--- config.mk ---
export PLATFORM = sky130hd
export DESIGN_NAME = dtc_top
export DESIGN_NICKNAME = d
export VERILOG_FILES = /design/src/rtl/dtc_pkg.sv /design/src/rtl/dtc_pin_sync.sv /design/src/rtl/dtc_counter.sv /design/src/rtl/dtc_top.sv
export SDC_FILE = /design/constraint.sdc
export NUM_CORES = 1
export LEC_CHECK = 0
export ABC_AREA = 1
export BUFFER_PORTS_ARGS = -buffer_cell sky130_fd_sc_hd__buf_2
export CORE_MARGIN = 2
export CORE_UTILIZATION = 32
export CTS_BUF_LIST = sky130_fd_sc_hd__clkbuf_8
export CTS_CLUSTER_DIAMETER = 120
export DETAILED_ROUTE_END_ITERATION = 6
export HOLD_SLACK_MARGIN = 0.08
export PLACE_DENSITY = 0.54
export SETUP_SLACK_MARGIN = 0.3
export SYNTH_ARGS = -nofsm -noshare
export SYNTH_HDL_FRONTEND = slang
export SYNTH_SLANG_ARGS = --single-unit
export TNS_END_PERCENT = 1
--- constraint.sdc ---
create_clock -name clk_i -period 2.58 [get_ports clk_i]
set_clock_uncertainty 0.1 [all_clocks]
set_input_delay 0.387 -clock clk_i [delete_from_list [all_inputs] [get_ports clk_i]]
set_output_delay 0.387 -clock clk_i [all_outputs]
set_load 0.01 [all_outputs]
--- src/rtl/dtc_pkg.sv ---
// Package for the dual timer/event counter: register selects, field positions,
// mode codes, divider constants and the carrier structs.
// Assumes a CPU core that issues single-cycle register read and write strobes.
package dtc_pkg;

  // ----------------------------------------------------------------------
  // Register selects
  // ----------------------------------------------------------------------
  localparam logic [2:0] SEL_CNT0_VALUE = 3'h0;
  localparam logic [2:0] SEL_CNT1_LOW = 3'h1;
  localparam logic [2:0] SEL_CNT1_HIGH = 3'h2;
  localparam logic [2:0] SEL_CNT0_CTRL = 3'h3;
  localparam logic [2:0] SEL_CNT1_CTRL = 3'h4;

  // ----------------------------------------------------------------------
  // Control field positions
  // ----------------------------------------------------------------------
  localparam int MODE_HI_BIT = 7;
  localparam int MODE_LO_BIT = 6;
  localparam int RUN_BIT = 4;
  localparam int EDGE_BIT = 3;
  localparam int PSC_HI_BIT = 2;

  // ----------------------------------------------------------------------
  // Reset values and timing
  // ----------------------------------------------------------------------
  localparam logic [7:0] CTRL_RESET = 8'h00;
  localparam logic [7:0] VALUE_RESET = 8'h00;
  localparam int INSTR_DIV = 4;
  localparam int PSC_WIDTH = 7;

  typedef enum logic [1:0] {
    MODE_OFF = 2'b00,
    MODE_EVENT = 2'b01,
    MODE_TIMER = 2'b10,
    MODE_PULSE = 2'b11
  } dtc_mode_type;

  typedef struct packed {
    logic wr;
    logic rd;
    logic [2:0] sel;
    logic [7:0] wdata;
  } dtc_bus_type;

  typedef struct packed {
    logic [7:0] ctrl;
    logic [7:0] low_buf;
  } dtc_shared_type;

endpackage

--- src/rtl/dtc_pin_sync.sv ---
// Pin synchroniser for a counter input: three stages, change accepted once
// the second and third stages agree; gives rising and falling pulses.
// Assumes the pin is asynchronous to clk_i.
`timescale 1ns/100ps
`default_nettype none
module dtc_pin_sync (
  input wire logic clk_i,
  input wire logic srst_i,
  input wire logic pin_i,
  output logic level_o,
  output logic rise_o,
  output logic fall_o
);

  typedef struct packed {
    logic [2:0] sh;
    logic lvl;
    logic [1:0] warm;
  } dtc_sync_state_type;

  dtc_sync_state_type s_q;
  dtc_sync_state_type s_d;

  always_comb begin
    s_d = s_q;
    s_d.sh = {s_q.sh[1:0], pin_i};
    if (s_q.warm != 2'h3) begin
      // Until the chain holds real pin samples, follow it and give no edges
      s_d.warm = s_q.warm + 2'h1;
      s_d.lvl = s_q.sh[1];
    end else if (s_q.sh[1] == s_q.sh[2]) begin
      s_d.lvl = s_q.sh[2];
    end
  end

  always_ff @(posedge clk_i) begin
    if (srst_i) begin
      s_q <= '0;
    end else begin
      s_q <= s_d;
    end
  end

  assign level_o = s_q.lvl;
  assign rise_o = (s_q.warm == 2'h3) & s_d.lvl & ~s_q.lvl;
  assign fall_o = (s_q.warm == 2'h3) & ~s_d.lvl & s_q.lvl;

endmodule
`default_nettype wire

--- src/rtl/dtc_counter.sv ---
// One counter channel: mode decode, run control, preload, count and overflow.
// Assumes a one-cycle internal tick and synchronised pin edges from the top.
`timescale 1ns/100ps
`default_nettype none
module dtc_counter #(
  parameter int WIDTH = 8
) (
  input wire logic clk_i,
  input wire logic srst_i,
  input wire logic [7:0] ctrl_i,
  input wire logic tick_i,
  input wire logic rise_i,
  input wire logic fall_i,
  input wire logic load_i,
  input wire logic [WIDTH-1:0] load_val_i,
  output logic [WIDTH-1:0] count_o,
  output logic ovf_o,
  output logic run_clear_o
);

  if (WIDTH < 2 || WIDTH > 16) begin : g_width_check
    $error("dtc_counter WIDTH out of range");
  end

  typedef struct packed {
    logic [WIDTH-1:0] cnt;
    logic [WIDTH-1:0] pre;
    logic active;
  } dtc_cnt_state_type;

  dtc_cnt_state_type s_q;
  dtc_cnt_state_type s_d;
  dtc_pkg::dtc_mode_type mode;
  logic run;
  logic edge_sel;
  logic step;
  logic stop;

  always_comb begin
    mode = dtc_pkg::dtc_mode_type'(ctrl_i[dtc_pkg::MODE_HI_BIT:dtc_pkg::MODE_LO_BIT]);
    run = ctrl_i[dtc_pkg::RUN_BIT];
    edge_sel = ctrl_i[dtc_pkg::EDGE_BIT];
    s_d = s_q;
    step = 1'b0;
    stop = 1'b0;
    case (mode)
      dtc_pkg::MODE_TIMER: begin
        step = run & tick_i;
      end
      dtc_pkg::MODE_EVENT: begin
        step = run & (edge_sel ? fall_i : rise_i);
      end
      dtc_pkg::MODE_PULSE: begin
        // Low edge select: measure a low pulse; high: a high pulse
        if (!run) begin
          s_d.active = 1'b0;
        end else if (!s_q.active) begin
          s_d.active = edge_sel ? rise_i : fall_i;
        end else if (edge_sel ? fall_i : rise_i) begin
          stop = 1'b1;
          s_d.active = 1'b0;
        end else begin
          step = tick_i;
        end
      end
      default: begin
        s_d.active = 1'b0;
      end
    endcase
    if (step) begin
      if (s_q.cnt == {WIDTH{1'b1}}) begin
        s_d.cnt = s_q.pre;
      end else begin
        s_d.cnt = s_q.cnt + 1'b1;
      end
    end
    if (load_i) begin
      s_d.pre = load_val_i;
      if (!run) begin
        s_d.cnt = load_val_i;
      end
    end
  end

  always_ff @(posedge clk_i) begin
    if (srst_i) begin
      s_q <= '0;
    end else begin
      s_q <= s_d;
    end
  end

  assign count_o = s_q.cnt;
  assign ovf_o = step & (s_q.cnt == {WIDTH{1'b1}});
  assign run_clear_o = stop;

endmodule
`default_nettype wire

--- src/rtl/dtc_top.sv ---
// Dual timer/event counter: 8-bit counter with prescaler, 16-bit counter on
// the instruction clock, register port for the CPU core and two pin inputs.
// Assumes the core drives one-cycle read/write strobes with a register select.
//
// Behaviour
// Counter0 internal clock is prescaled system clock
// Counter1 internal clock is system clock over four
// Event mode counts pin edges, no prescaler
// Edge select low rising, high falling
// Count up to all ones, overflow reloads
// Preload write while off loads count too
// Preload write while running waits for overflow
// Low write buffered, high write moves both
// Software writes low byte before high byte
// High read latches low byte for later
// Mode field bits 7:6, 01 event counting
// Bit 4 is run control
// Prescaler ignored when clocked from pin
// Timer advances one per tick, readable
// Interrupt enable bit gates overflow request
// Event counting continues in power down
// Software sets event mode, pin input
// Pulse mode measures pulse, then clears run
// Pulse edge select low falling, high rising
// Modes 00 off, 10 timer, 11 pulse
// Prescale ratio is two to the field
`timescale 1ns/100ps
`default_nettype none
module dtc_top (
  input wire logic clk_i,
  input wire logic srst_i,
  input wire logic reg_wr_i,
  input wire logic reg_rd_i,
  input wire logic [2:0] reg_sel_i,
  input wire logic [7:0] reg_wdata_i,
  output logic [7:0] reg_rdata_o,
  input wire logic counter0_int_enable_i,
  input wire logic counter1_int_enable_i,
  input wire logic counter0_value_and_input_i,
  input wire logic counter1_input_pin_i,
  output logic counter0_int_req_o,
  output logic counter1_int_req_o
);

  // ----------------------------------------------------------------------
  // State
  // ----------------------------------------------------------------------
  typedef struct packed {
    logic [7:0] ctrl0;
    logic [7:0] ctrl1;
    logic [7:0] wr_low_buf;
    logic [7:0] rd_low_buf;
    logic [dtc_pkg::PSC_WIDTH-1:0] psc;
    logic [1:0] quarter;
    logic [7:0] rdata;
    logic irq0;
    logic irq1;
  } dtc_top_state_type;

  dtc_top_state_type s_q;
  dtc_top_state_type s_d;
  dtc_pkg::dtc_bus_type bus;

  logic tick0;
  logic tick1;
  logic lvl0;
  logic rise0;
  logic fall0;
  logic lvl1;
  logic rise1;
  logic fall1;
  logic [7:0] count0;
  logic [15:0] count1;
  logic ovf0;
  logic ovf1;
  logic stop0;
  logic stop1;
  logic load0;
  logic load1;
  logic [15:0] load1_val;

  // Prescaler tick: ratio 2**sel, sel 0 gives every cycle
  function automatic logic psc_tick(input logic [dtc_pkg::PSC_WIDTH-1:0] cnt,
                                    input logic [2:0] sel);
    logic [dtc_pkg::PSC_WIDTH-1:0] mask;
    mask = dtc_pkg::PSC_WIDTH'((8'h01 << sel) - 8'h01);
    return (cnt & mask) == mask;
  endfunction

  assign bus = '{wr: reg_wr_i, rd: reg_rd_i, sel: reg_sel_i, wdata: reg_wdata_i};

  // ----------------------------------------------------------------------
  // Pin inputs
  // ----------------------------------------------------------------------
  dtc_pin_sync u_sync0 (
    .clk_i(clk_i),
    .srst_i(srst_i),
    .pin_i(counter0_value_and_input_i),
    .level_o(lvl0),
    .rise_o(rise0),
    .fall_o(fall0)
  );

  dtc_pin_sync u_sync1 (
    .clk_i(clk_i),
    .srst_i(srst_i),
    .pin_i(counter1_input_pin_i),
    .level_o(lvl1),
    .rise_o(rise1),
    .fall_o(fall1)
  );

  // ----------------------------------------------------------------------
  // Clock enables and register loads
  // ----------------------------------------------------------------------
  assign tick0 = psc_tick(s_q.psc, s_q.ctrl0[dtc_pkg::PSC_HI_BIT:0]);
  assign tick1 = (s_q.quarter == 2'(dtc_pkg::INSTR_DIV - 1));
  assign load0 = bus.wr & (bus.sel == dtc_pkg::SEL_CNT0_VALUE);
  assign load1 = bus.wr & (bus.sel == dtc_pkg::SEL_CNT1_HIGH);
  assign load1_val = {bus.wdata, s_q.wr_low_buf};

  dtc_counter #(
    .WIDTH(8)
  ) u_cnt0 (
    .clk_i(clk_i),
    .srst_i(srst_i),
    .ctrl_i(s_q.ctrl0),
    .tick_i(tick0),
    .rise_i(rise0),
    .fall_i(fall0),
    .load_i(load0),
    .load_val_i(bus.wdata),
    .count_o(count0),
    .ovf_o(ovf0),
    .run_clear_o(stop0)
  );

  dtc_counter #(
    .WIDTH(16)
  ) u_cnt1 (
    .clk_i(clk_i),
    .srst_i(srst_i),
    .ctrl_i(s_q.ctrl1),
    .tick_i(tick1),
    .rise_i(rise1),
    .fall_i(fall1),
    .load_i(load1),
    .load_val_i(load1_val),
    .count_o(count1),
    .ovf_o(ovf1),
    .run_clear_o(stop1)
  );

  // ----------------------------------------------------------------------
  // Registers and read path
  // ----------------------------------------------------------------------
  always_comb begin
    s_d = s_q;
    s_d.psc = s_q.psc + 1'b1;
    s_d.quarter = s_q.quarter + 1'b1;
    s_d.irq0 = ovf0 & counter0_int_enable_i;
    s_d.irq1 = ovf1 & counter1_int_enable_i;
    if (bus.wr) begin
      case (bus.sel)
        dtc_pkg::SEL_CNT1_LOW: begin
          s_d.wr_low_buf = bus.wdata;
        end
        dtc_pkg::SEL_CNT0_CTRL: begin
          s_d.ctrl0 = bus.wdata;
        end
        dtc_pkg::SEL_CNT1_CTRL: begin
          s_d.ctrl1 = bus.wdata;
        end
        default: begin
        end
      endcase
    end
    // Hardware clear of run comes only in pulse mode; a same-cycle control write wins over it
    if (stop0 && !(bus.wr && bus.sel == dtc_pkg::SEL_CNT0_CTRL)) begin
      s_d.ctrl0[dtc_pkg::RUN_BIT] = 1'b0;
    end
    if (stop1 && !(bus.wr && bus.sel == dtc_pkg::SEL_CNT1_CTRL)) begin
      s_d.ctrl1[dtc_pkg::RUN_BIT] = 1'b0;
    end
    if (bus.rd) begin
      case (bus.sel)
        dtc_pkg::SEL_CNT0_VALUE: begin
          s_d.rdata = count0;
        end
        dtc_pkg::SEL_CNT1_LOW: begin
          s_d.rdata = s_q.rd_low_buf;
        end
        dtc_pkg::SEL_CNT1_HIGH: begin
          s_d.rdata = count1[15:8];
          s_d.rd_low_buf = count1[7:0];
        end
        dtc_pkg::SEL_CNT0_CTRL: begin
          s_d.rdata = s_q.ctrl0;
        end
        dtc_pkg::SEL_CNT1_CTRL: begin
          s_d.rdata = s_q.ctrl1;
        end
        default: begin
          s_d.rdata = 8'h00;
        end
      endcase
    end
  end

  always_ff @(posedge clk_i) begin
    if (srst_i) begin
      s_q <= '0;
      s_q.ctrl0 <= dtc_pkg::CTRL_RESET;
      s_q.ctrl1 <= dtc_pkg::CTRL_RESET;
      s_q.rdata <= dtc_pkg::VALUE_RESET;
    end else begin
      s_q <= s_d;
    end
  end

  assign reg_rdata_o = s_q.rdata;
  assign counter0_int_req_o = s_q.irq0;
  assign counter1_int_req_o = s_q.irq1;

endmodule
`default_nettype wire

# Word-level counts from Yosys, hierarchy flattened
# Index checks and enable logic that the tools add are counted.
[classes] n_eq_ne=20 n_reduce_logical=15 add_sub_neg=7 muxes=41 bitwise=23 shifts=1
[op_table] operator="$mux 16" count=4
[op_table] operator="$pmux 8 s5" count=1
[op_table] operator="$mux 32" count=1
[op_table] operator="$mux 1" count=28
[op_table] operator="$mux 8" count=3
[op_table] operator="$and 1x1->1" count=18
[op_table] operator="$add 16x1->16 const B" count=1
[op_table] operator="$eq 16x16->1 const B" count=1
[op_table] operator="$eq 2x2->1 const B" count=7
[op_table] operator="$add 8x1->8 const B" count=1
[op_table] operator="$eq 8x8->1 const B" count=1
[op_table] operator="$reduce_and 2->1" count=4
[op_table] operator="$reduce_or 2->1" count=4
[op_table] operator="$add 7x1->7 const B" count=1
[op_table] operator="$and 7x7->7" count=1
[op_table] operator="$eq 7x7->1" count=1
[op_table] operator="$shl 1x3->7 const A" count=1
[op_table] operator="$sub 7x1->7 const B" count=1
[op_table] operator="$add 2x1->2 const B" count=3
[op_table] operator="$eq 3x2->1 const B" count=2
[op_table] operator="$pmux 1 s3" count=2
[op_table] operator="$eq 2x1->1 const B" count=2
[op_table] operator="$logic_and 1x1->1" count=4
[op_table] operator="$ne 2x2->1 const B" count=2
[op_table] operator="other kinds (7)" count=13
[totals] ff_bits=113 wordCells=130 output_inout_bits=10 in_bits=19

# Depth between registers and ports, before layout
[depth] word_depth=14 depth_mapped=16

# By module
# Synthesis repeated with hierarchy kept, for this count alone.
[hier_totals] hier_cells=887 hier_area_um2=6266.0
[by_module_without_submodules] mod="dtc_top" instances=1 cells_each=314 area_each_um2=2386.0 seq_area_each_um2=1021.0
[by_module_without_submodules] mod="dtc_counter at u_cnt1" instances=1 cells_each=342 area_each_um2=2252.2 seq_area_each_um2=660.6
[by_module_without_submodules] mod="dtc_counter at u_cnt0" instances=1 cells_each=171 area_each_um2=1152.4 seq_area_each_um2=340.3
[by_module_without_submodules] mod="dtc_pin_sync" instances=2 cells_each=30 area_each_um2=237.7 seq_area_each_um2=120.1

# Worst setup path after synthesis
# No wires, ideal clock.
[synth_timing] path_kind="register to register" startpoint="reg s_q[44] (netlist bit)" endpoint="reg u_cnt0.s_q (netlist bit u_cnt0.count_o[7])" setup_slack_ns=0.609 arrival_ns=1.760 setup_ns=0.110 required_time_ns=2.370 stages_incl_launch_ff=17 path_buffers=1 path_cell_list="dfxtp_1 -> buf_6 -> nor3_1 -> inv_1 -> ha_1 -> nand2_1 -> nand2_1 -> nand3_1 -> nand2_1 -> nor2_1 -> nand3_1 -> nand2_2 -> nand2_4 -> nand2_1 -> nand3_1 -> nand3_1 -> inv_1"
[synth_between] elab_chain_cells=11 word_cells_on_any_way=12 cone_classes="1 x add/sub; 1 x eq/ne; 1 x shift; 7 x mux; 2 x bitwise"
[synth_rtl] item="start: declaration" line_no="dtc_top.sv:60" text="dtc_top_state_type s_q;"
[synth_rtl] item="$shl 1x3->7 (*)" line_no="dtc_top.sv:86" text="mask = dtc_pkg::PSC_WIDTH'((8'h01 << sel) - 8'h01);"
[synth_rtl] item="$sub 7x1->7 (*)" line_no="dtc_top.sv:86"
[synth_rtl] item="$and 7x7->7" line_no="dtc_top.sv:87" text="return (cnt & mask) == mask;"
[synth_rtl] item="$eq 7x7->1 (*)" line_no="dtc_top.sv:87"
[synth_rtl] item="$mux 1" line_no="dtc_counter.sv:59" text="end else if (edge_sel ? fall_i : rise_i) begin"
[synth_rtl] item="$mux 1" line_no="dtc_counter.sv:57" text="end else if (!s_q.active) begin"
[synth_rtl] item="$mux 1" line_no="dtc_counter.sv:55" text="if (!run) begin"
[synth_rtl] item="$pmux 1 s3 (*)" line_no="dtc_counter.sv:46" text="case (mode)"
[synth_rtl] item="$mux 8 (*)" line_no="dtc_counter.sv:70" text="if (step) begin"
[synth_rtl] item="$mux 8" line_no="dtc_counter.sv:79" text="if (!run) begin"
[synth_rtl] item="$mux 16 (*)" line_no="dtc_counter.sv:77" text="if (load_i) begin"
[synth_rtl] item="end signal: assignment" line_no="dtc_counter.sv:87" text="s_q <= '0;"
[synth_rtl] item="end signal: assignment" line_no="dtc_counter.sv:89" text="s_q <= s_d;"
[synth_rtl] item="end: declaration" line_no="dtc_counter.sv:31" text="dtc_cnt_state_type s_q;"
# Every way passes the cells marked *; elsewhere a longest branch is shown, timed or not.
# A chain may end at the register's enable or synchronous reset.

# Final worst setup path
[layout_timing] startpoint="reg u_sync1.s_q[0] (netlist bit)" endpoint="reg u_cnt1.s_q (netlist bit u_cnt1.count_o[12])"
[layout_between] elab_chain_cells=13 word_cells_on_any_way=17 cone_classes="2 x eq/ne; 9 x mux; 6 x bitwise"
[layout_rtl] item="start: declaration" line_no="dtc_pin_sync.sv:21" text="dtc_sync_state_type s_q;"
[layout_rtl] item="start signal: assignment" line_no="dtc_pin_sync.sv:38" text="s_q <= '0;"
[layout_rtl] item="start signal: assignment" line_no="dtc_pin_sync.sv:40" text="s_q <= s_d;"
[layout_rtl] item="$ne 2x2->1" line_no="dtc_pin_sync.sv:27" text="if (s_q.warm != 2'h3) begin"
[layout_rtl] item="$mux 1" line_no="dtc_pin_sync.sv:27"
[layout_rtl] item="$not 1->1" line_no="dtc_pin_sync.sv:46" text="assign fall_o = (s_q.warm == 2'h3) & ~s_d.lvl & s_q.lvl;"
[layout_rtl] item="$and 1x1->1 (2 in series)" line_no="dtc_pin_sync.sv:46"
[layout_rtl] item="$mux 1 (*)" line_no="dtc_counter.sv:51, dtc_counter.sv:59"
[layout_rtl] item="$mux 1" line_no="dtc_counter.sv:59"
[layout_rtl] item="$mux 1" line_no="dtc_counter.sv:57"
[layout_rtl] item="$mux 1" line_no="dtc_counter.sv:55"
[layout_rtl] item="$pmux 1 s3 (*)" line_no="dtc_counter.sv:46"
[layout_rtl] item="$mux 16 (*)" line_no="dtc_counter.sv:70"
[layout_rtl] item="$mux 16" line_no="dtc_counter.sv:79"
[layout_rtl] item="$mux 32 (*)" line_no="dtc_counter.sv:77"
[layout_rtl] item="end signal: assignment" line_no="dtc_counter.sv:87"
[layout_rtl] item="end signal: assignment" line_no="dtc_counter.sv:89"
[layout_rtl] item="end: declaration" line_no="dtc_counter.sv:31"
# Marked as above.

==> run_results.csv <==
group,metric,value,unit
final_layout,layout-drive-gt1-share,10.94,%
timing,grt_setup_unrepaired,"true",
synth,yosysSeqAreaShare,39.73,%
synth,synth-seq-cells,113,
final_layout,final_cell_mix,"160 x nand2_1, 112 x dfxtp_1, 108 x inv_1",
timing,setup_violations,0,
synth,avgSynthCellArea,7.039,µm²
setup_path,r2r_cells,13,
placed_design,portBuffers,28,
setup_path,cp_max_fo,12,
setup_path,crit_chain,"ha_1, nand4_1, nand2_1, nand2_1, nand2_1, o21ai_1, o21ai_0, nand2_1, inv_1, nand3_1, nand2_1, nand2_1, inv_1",
timing,slew_violations,0,
synth,ys_types,45,
outcome,outcome,"completed",
grt,antenna_found_initial,0,
grt,grt_remaining_overflow,0,
timing,hold_viol_final,0,
setup_path,r2r-start,"u_sync1.s_q[0]",
grt,grt_start_max_net_pins,48,
synth,synthArstFlopShare,0,%
setup_path,critPathCaptureType,"flip-flop",
final_layout,antennaDiodeCount,0,
floorplan,core,17360,µm²
placed_design,gp_congestion,0.8500,
grt,grt_pass1_vias,4863,
cts,clk_path_buf_depth,2,
timing,min_period,2.101,ns
timing,max_slew.worst_pin.slew,0.6444,ns
route,postRouteWirelength,16.02,mm
cts,clkSlewWorstSetupHoldPaths,0.07,ns
worst_hold_path,min_from,"counter1_int_enable_i",
cts,numCtsBuffers,17,
setup_path,worst_ep_arrival_time,2.39,ns
synth,synth_flop_cell,"dfxtp_1",
pwr,leakage,2.775,nW
pwr,peakVddDrop,317.3,µV
final_layout,area_growth,12.02,%
route,wire_per_inst,14.90,µm
floorplan,start_util,32.81,%
setup_path,r2r_setup_slack,0.48,ns
setup_path,path_common_cell,"nand2_1",
final_layout,fin_util,36.75,%
setup_path,cp_num_buf_inv,2,
floorplan,die_h,137.4,µm
cts,h-tree-depth,4,
synth,synthesis.area,5694,µm²
worst_hold_path,holdPathStages,3,
worst_hold_path,min_to,"counter1_int_req_o",
grt,grt_usage,18.05,%
setup_path,crit_family,"simple AND/OR/NAND/NOR gates",
floorplan,die-area,18880,µm²
timing,fin_crit_sh,81.42,%
floorplan,rows,48,
run,max_cap_violations,0,
final_layout,seq_area,2263,µm²
grt,grt_pass1_wl,25.73,mm
timing,max_freq,476.0,MHz
floorplan,num_io_pins,29,
setup_path,timing.rr.end,"u_cnt1.count_o[12]",
route,drt-vias-per-instance,4.923,
route,postRouteAntennaNets,0,
final_layout,nets,871,
cts,insertion_delay,0.45,ns
route,first_iter_violations,390,
synth,synth_warnings,0,
setup_path,required,2.87,ns
setup_path,slowest_delay,0.37,ns
cts,numClockSinks,113,
route,vias,5292,
worst_hold_path,hold_path.class,"primary input to flip-flop",
final_layout,multi_input_area,2823,µm²
timing,max_slew_margin,56.78,%
setup_path,startpoint_type,"flip-flop",
synth,synth_edf_count,0,
route,dr.pass1.iters,6,
pwr,powerDensity,574.4,nW/µm²
route,route.detailed.drc,0,
setup_path,path_class,"flip-flop to flip-flop",
placed_design,hpwl,11.37,mm
floorplan,die_x,137.4,µm
cts,cts_tree,"built",
synth,synth_nets,841,
final_layout,final_common_cell,"nand2_1",
setup_path,slowest_stage,"inv_1",
final_layout,nFillCells,1890,
synth,synthCells,809,
cts,root_buffer,"clkbuf_8",
timing,tns,0,ns
## kinds of logic (layout without fill, tap and decap cells)
| logic type | after synthesis | after routing | share of synthesized area [%] |
|---|---|---|---|
| AO/OA/AOI/OAI | 207 | 207 | 19.62 |
| XOR/XNOR | 12 | 12 | 1.846 |
| adder cells (fa/ha/maj) | 13 | 13 | 2.857 |
| buffers and inverters | 143 | 184 | 10.88 |
| flip-flops | 113 | 113 | 39.73 |
| AND/OR/NAND/NOR | 321 | 321 | 25.07 |
## registers in the layout (all words and copies together), names as in the netlist, 2 cells and up
register and cells:
u_sync1.s_q 3, u_sync0.s_q 3, u_cnt0.s_q 9, load1_val 8, u_sync1.s_d 2, s_q 33, u_cnt1.count_o 16, u_cnt0.count_o 8
reg_rdata_o 8, u_sync0.s_d 2, u_cnt1.s_q 17
## final cells by class
type                            instances  area share [%]
Clock buffer                           18           3.884
Clock inverter                         12           1.255
Inverter                              110           6.473
Multi-Input combinational cell        553           44.25
Sequential cell                       113           35.48
Tap cell                              225           4.413
Timing Repair Buffer                   44           4.237
## layer usage
layer	part of all wire, %	track usage, %
met4	2.0	7.503
met2	44	27.75
met1	49	24.29
met5	0	0
met3	5.5	4.157
## report_power, final
part | internal (mW) | switching, mW | total [mW] | leakage, nW
sequential | 1.82 | 0.0553 | 1.87 | 0.920
clock | 0.745 | 0.702 | 1.45 | 0.192
combinational | 0.117 | 0.230 | 0.347 | 1.66
total | 2.68 | 0.987 | 3.66 | 2.77
## worst register-to-register path, stage by stage, from the launching register on
cell and delay, ns:
dfxtp_1 0.36, ha_1 0.25, nand4_1 0.15, nand2_1 0.10, nand2_1 0.09, nand2_1 0.06
o21ai_1 0.05, o21ai_0 0.08, nand2_1 0.11, inv_1 0.37, nand3_1 0.14, nand2_1 0.10
nand2_1 0.05, inv_1 0.04
## cells in the mapped netlist (2+ instances only)
master | n | area [µm²]
inv_1 | 104 | 390.4
nand2_2 | 4 | 25.02
nor2_1 | 73 | 274.0
buf_2 | 7 | 35.03
a31oi_1 | 5 | 31.28
nor3_1 | 7 | 35.03
buf_4 | 12 | 90.09
o21ai_0 | 85 | 425.4
xor2_1 | 8 | 70.07
a21oi_1 | 85 | 425.4
nand3_1 | 47 | 235.2
o211ai_1 | 4 | 30.03
clkbuf_1 | 9 | 33.78
clkinv_1 | 3 | 11.26
o211a_1 | 3 | 30.03
buf_6 | 3 | 33.78
inv_2 | 3 | 11.26
nor2_2 | 5 | 31.28
a211oi_1 | 8 | 60.06
nand4_1 | 10 | 62.56
o21ai_1 | 6 | 30.03
nor2_4 | 5 | 56.30
xnor2_1 | 4 | 35.03
o22ai_1 | 4 | 25.02
dfxtp_1 | 113 | 2262
ha_1 | 13 | 162.7
nand2_1 | 160 | 600.6
nand2_4 | 2 | 22.52
## timing repair
item | 4_1_cts | 5_1_grt
setup buffers | 0 | 0
endpoints found under the hold margin | 4 | 0
hold buffers | 4 | 0
endpoints found under the setup margin | 0 | 13
resized for setup | 0 | 3
## how the worst max path moves through the flow
stage,from,endpoint,slack [ns],depth (start not counted)
final,u_sync1.s_q[0],u_cnt1.count_o[12],0.48,13
after global routing,u_sync1.s_q[0],u_cnt1.count_o[12],0.25,13
after detailed placement,s_q[44],u_cnt0.count_o[7],0.45,15
after CTS,s_q[44],u_cnt0.count_o[7],0.43,15
after floorplan,s_q[44],u_cnt0.count_o[7],0.61,16
after global placement,s_q[44],u_cnt0.count_o[7],0.49,14
## stage by stage
stage | area, µm² | power [mW] | hold slack (ns) | worst slack (ns) | cells
finish | 6379 | 3.664 | 0.09624 | 0.4793 | 1075
global route | 6379 | 3.839 | 0.1105 | 0.2483 | 1075
CTS | 6367 | 3.695 | 0.08735 | 0.4319 | 1075
detailed placement | 6000 | 2.246 | 0.2944 | 0.4475 | 1041
global placement | 6000 | 2.242 | 0.2936 | 0.4906 | 1041
floorplan | 5694 | 2.127 | 0.2883 | 0.6091 | 809
(Power assumes the default switching activity.)
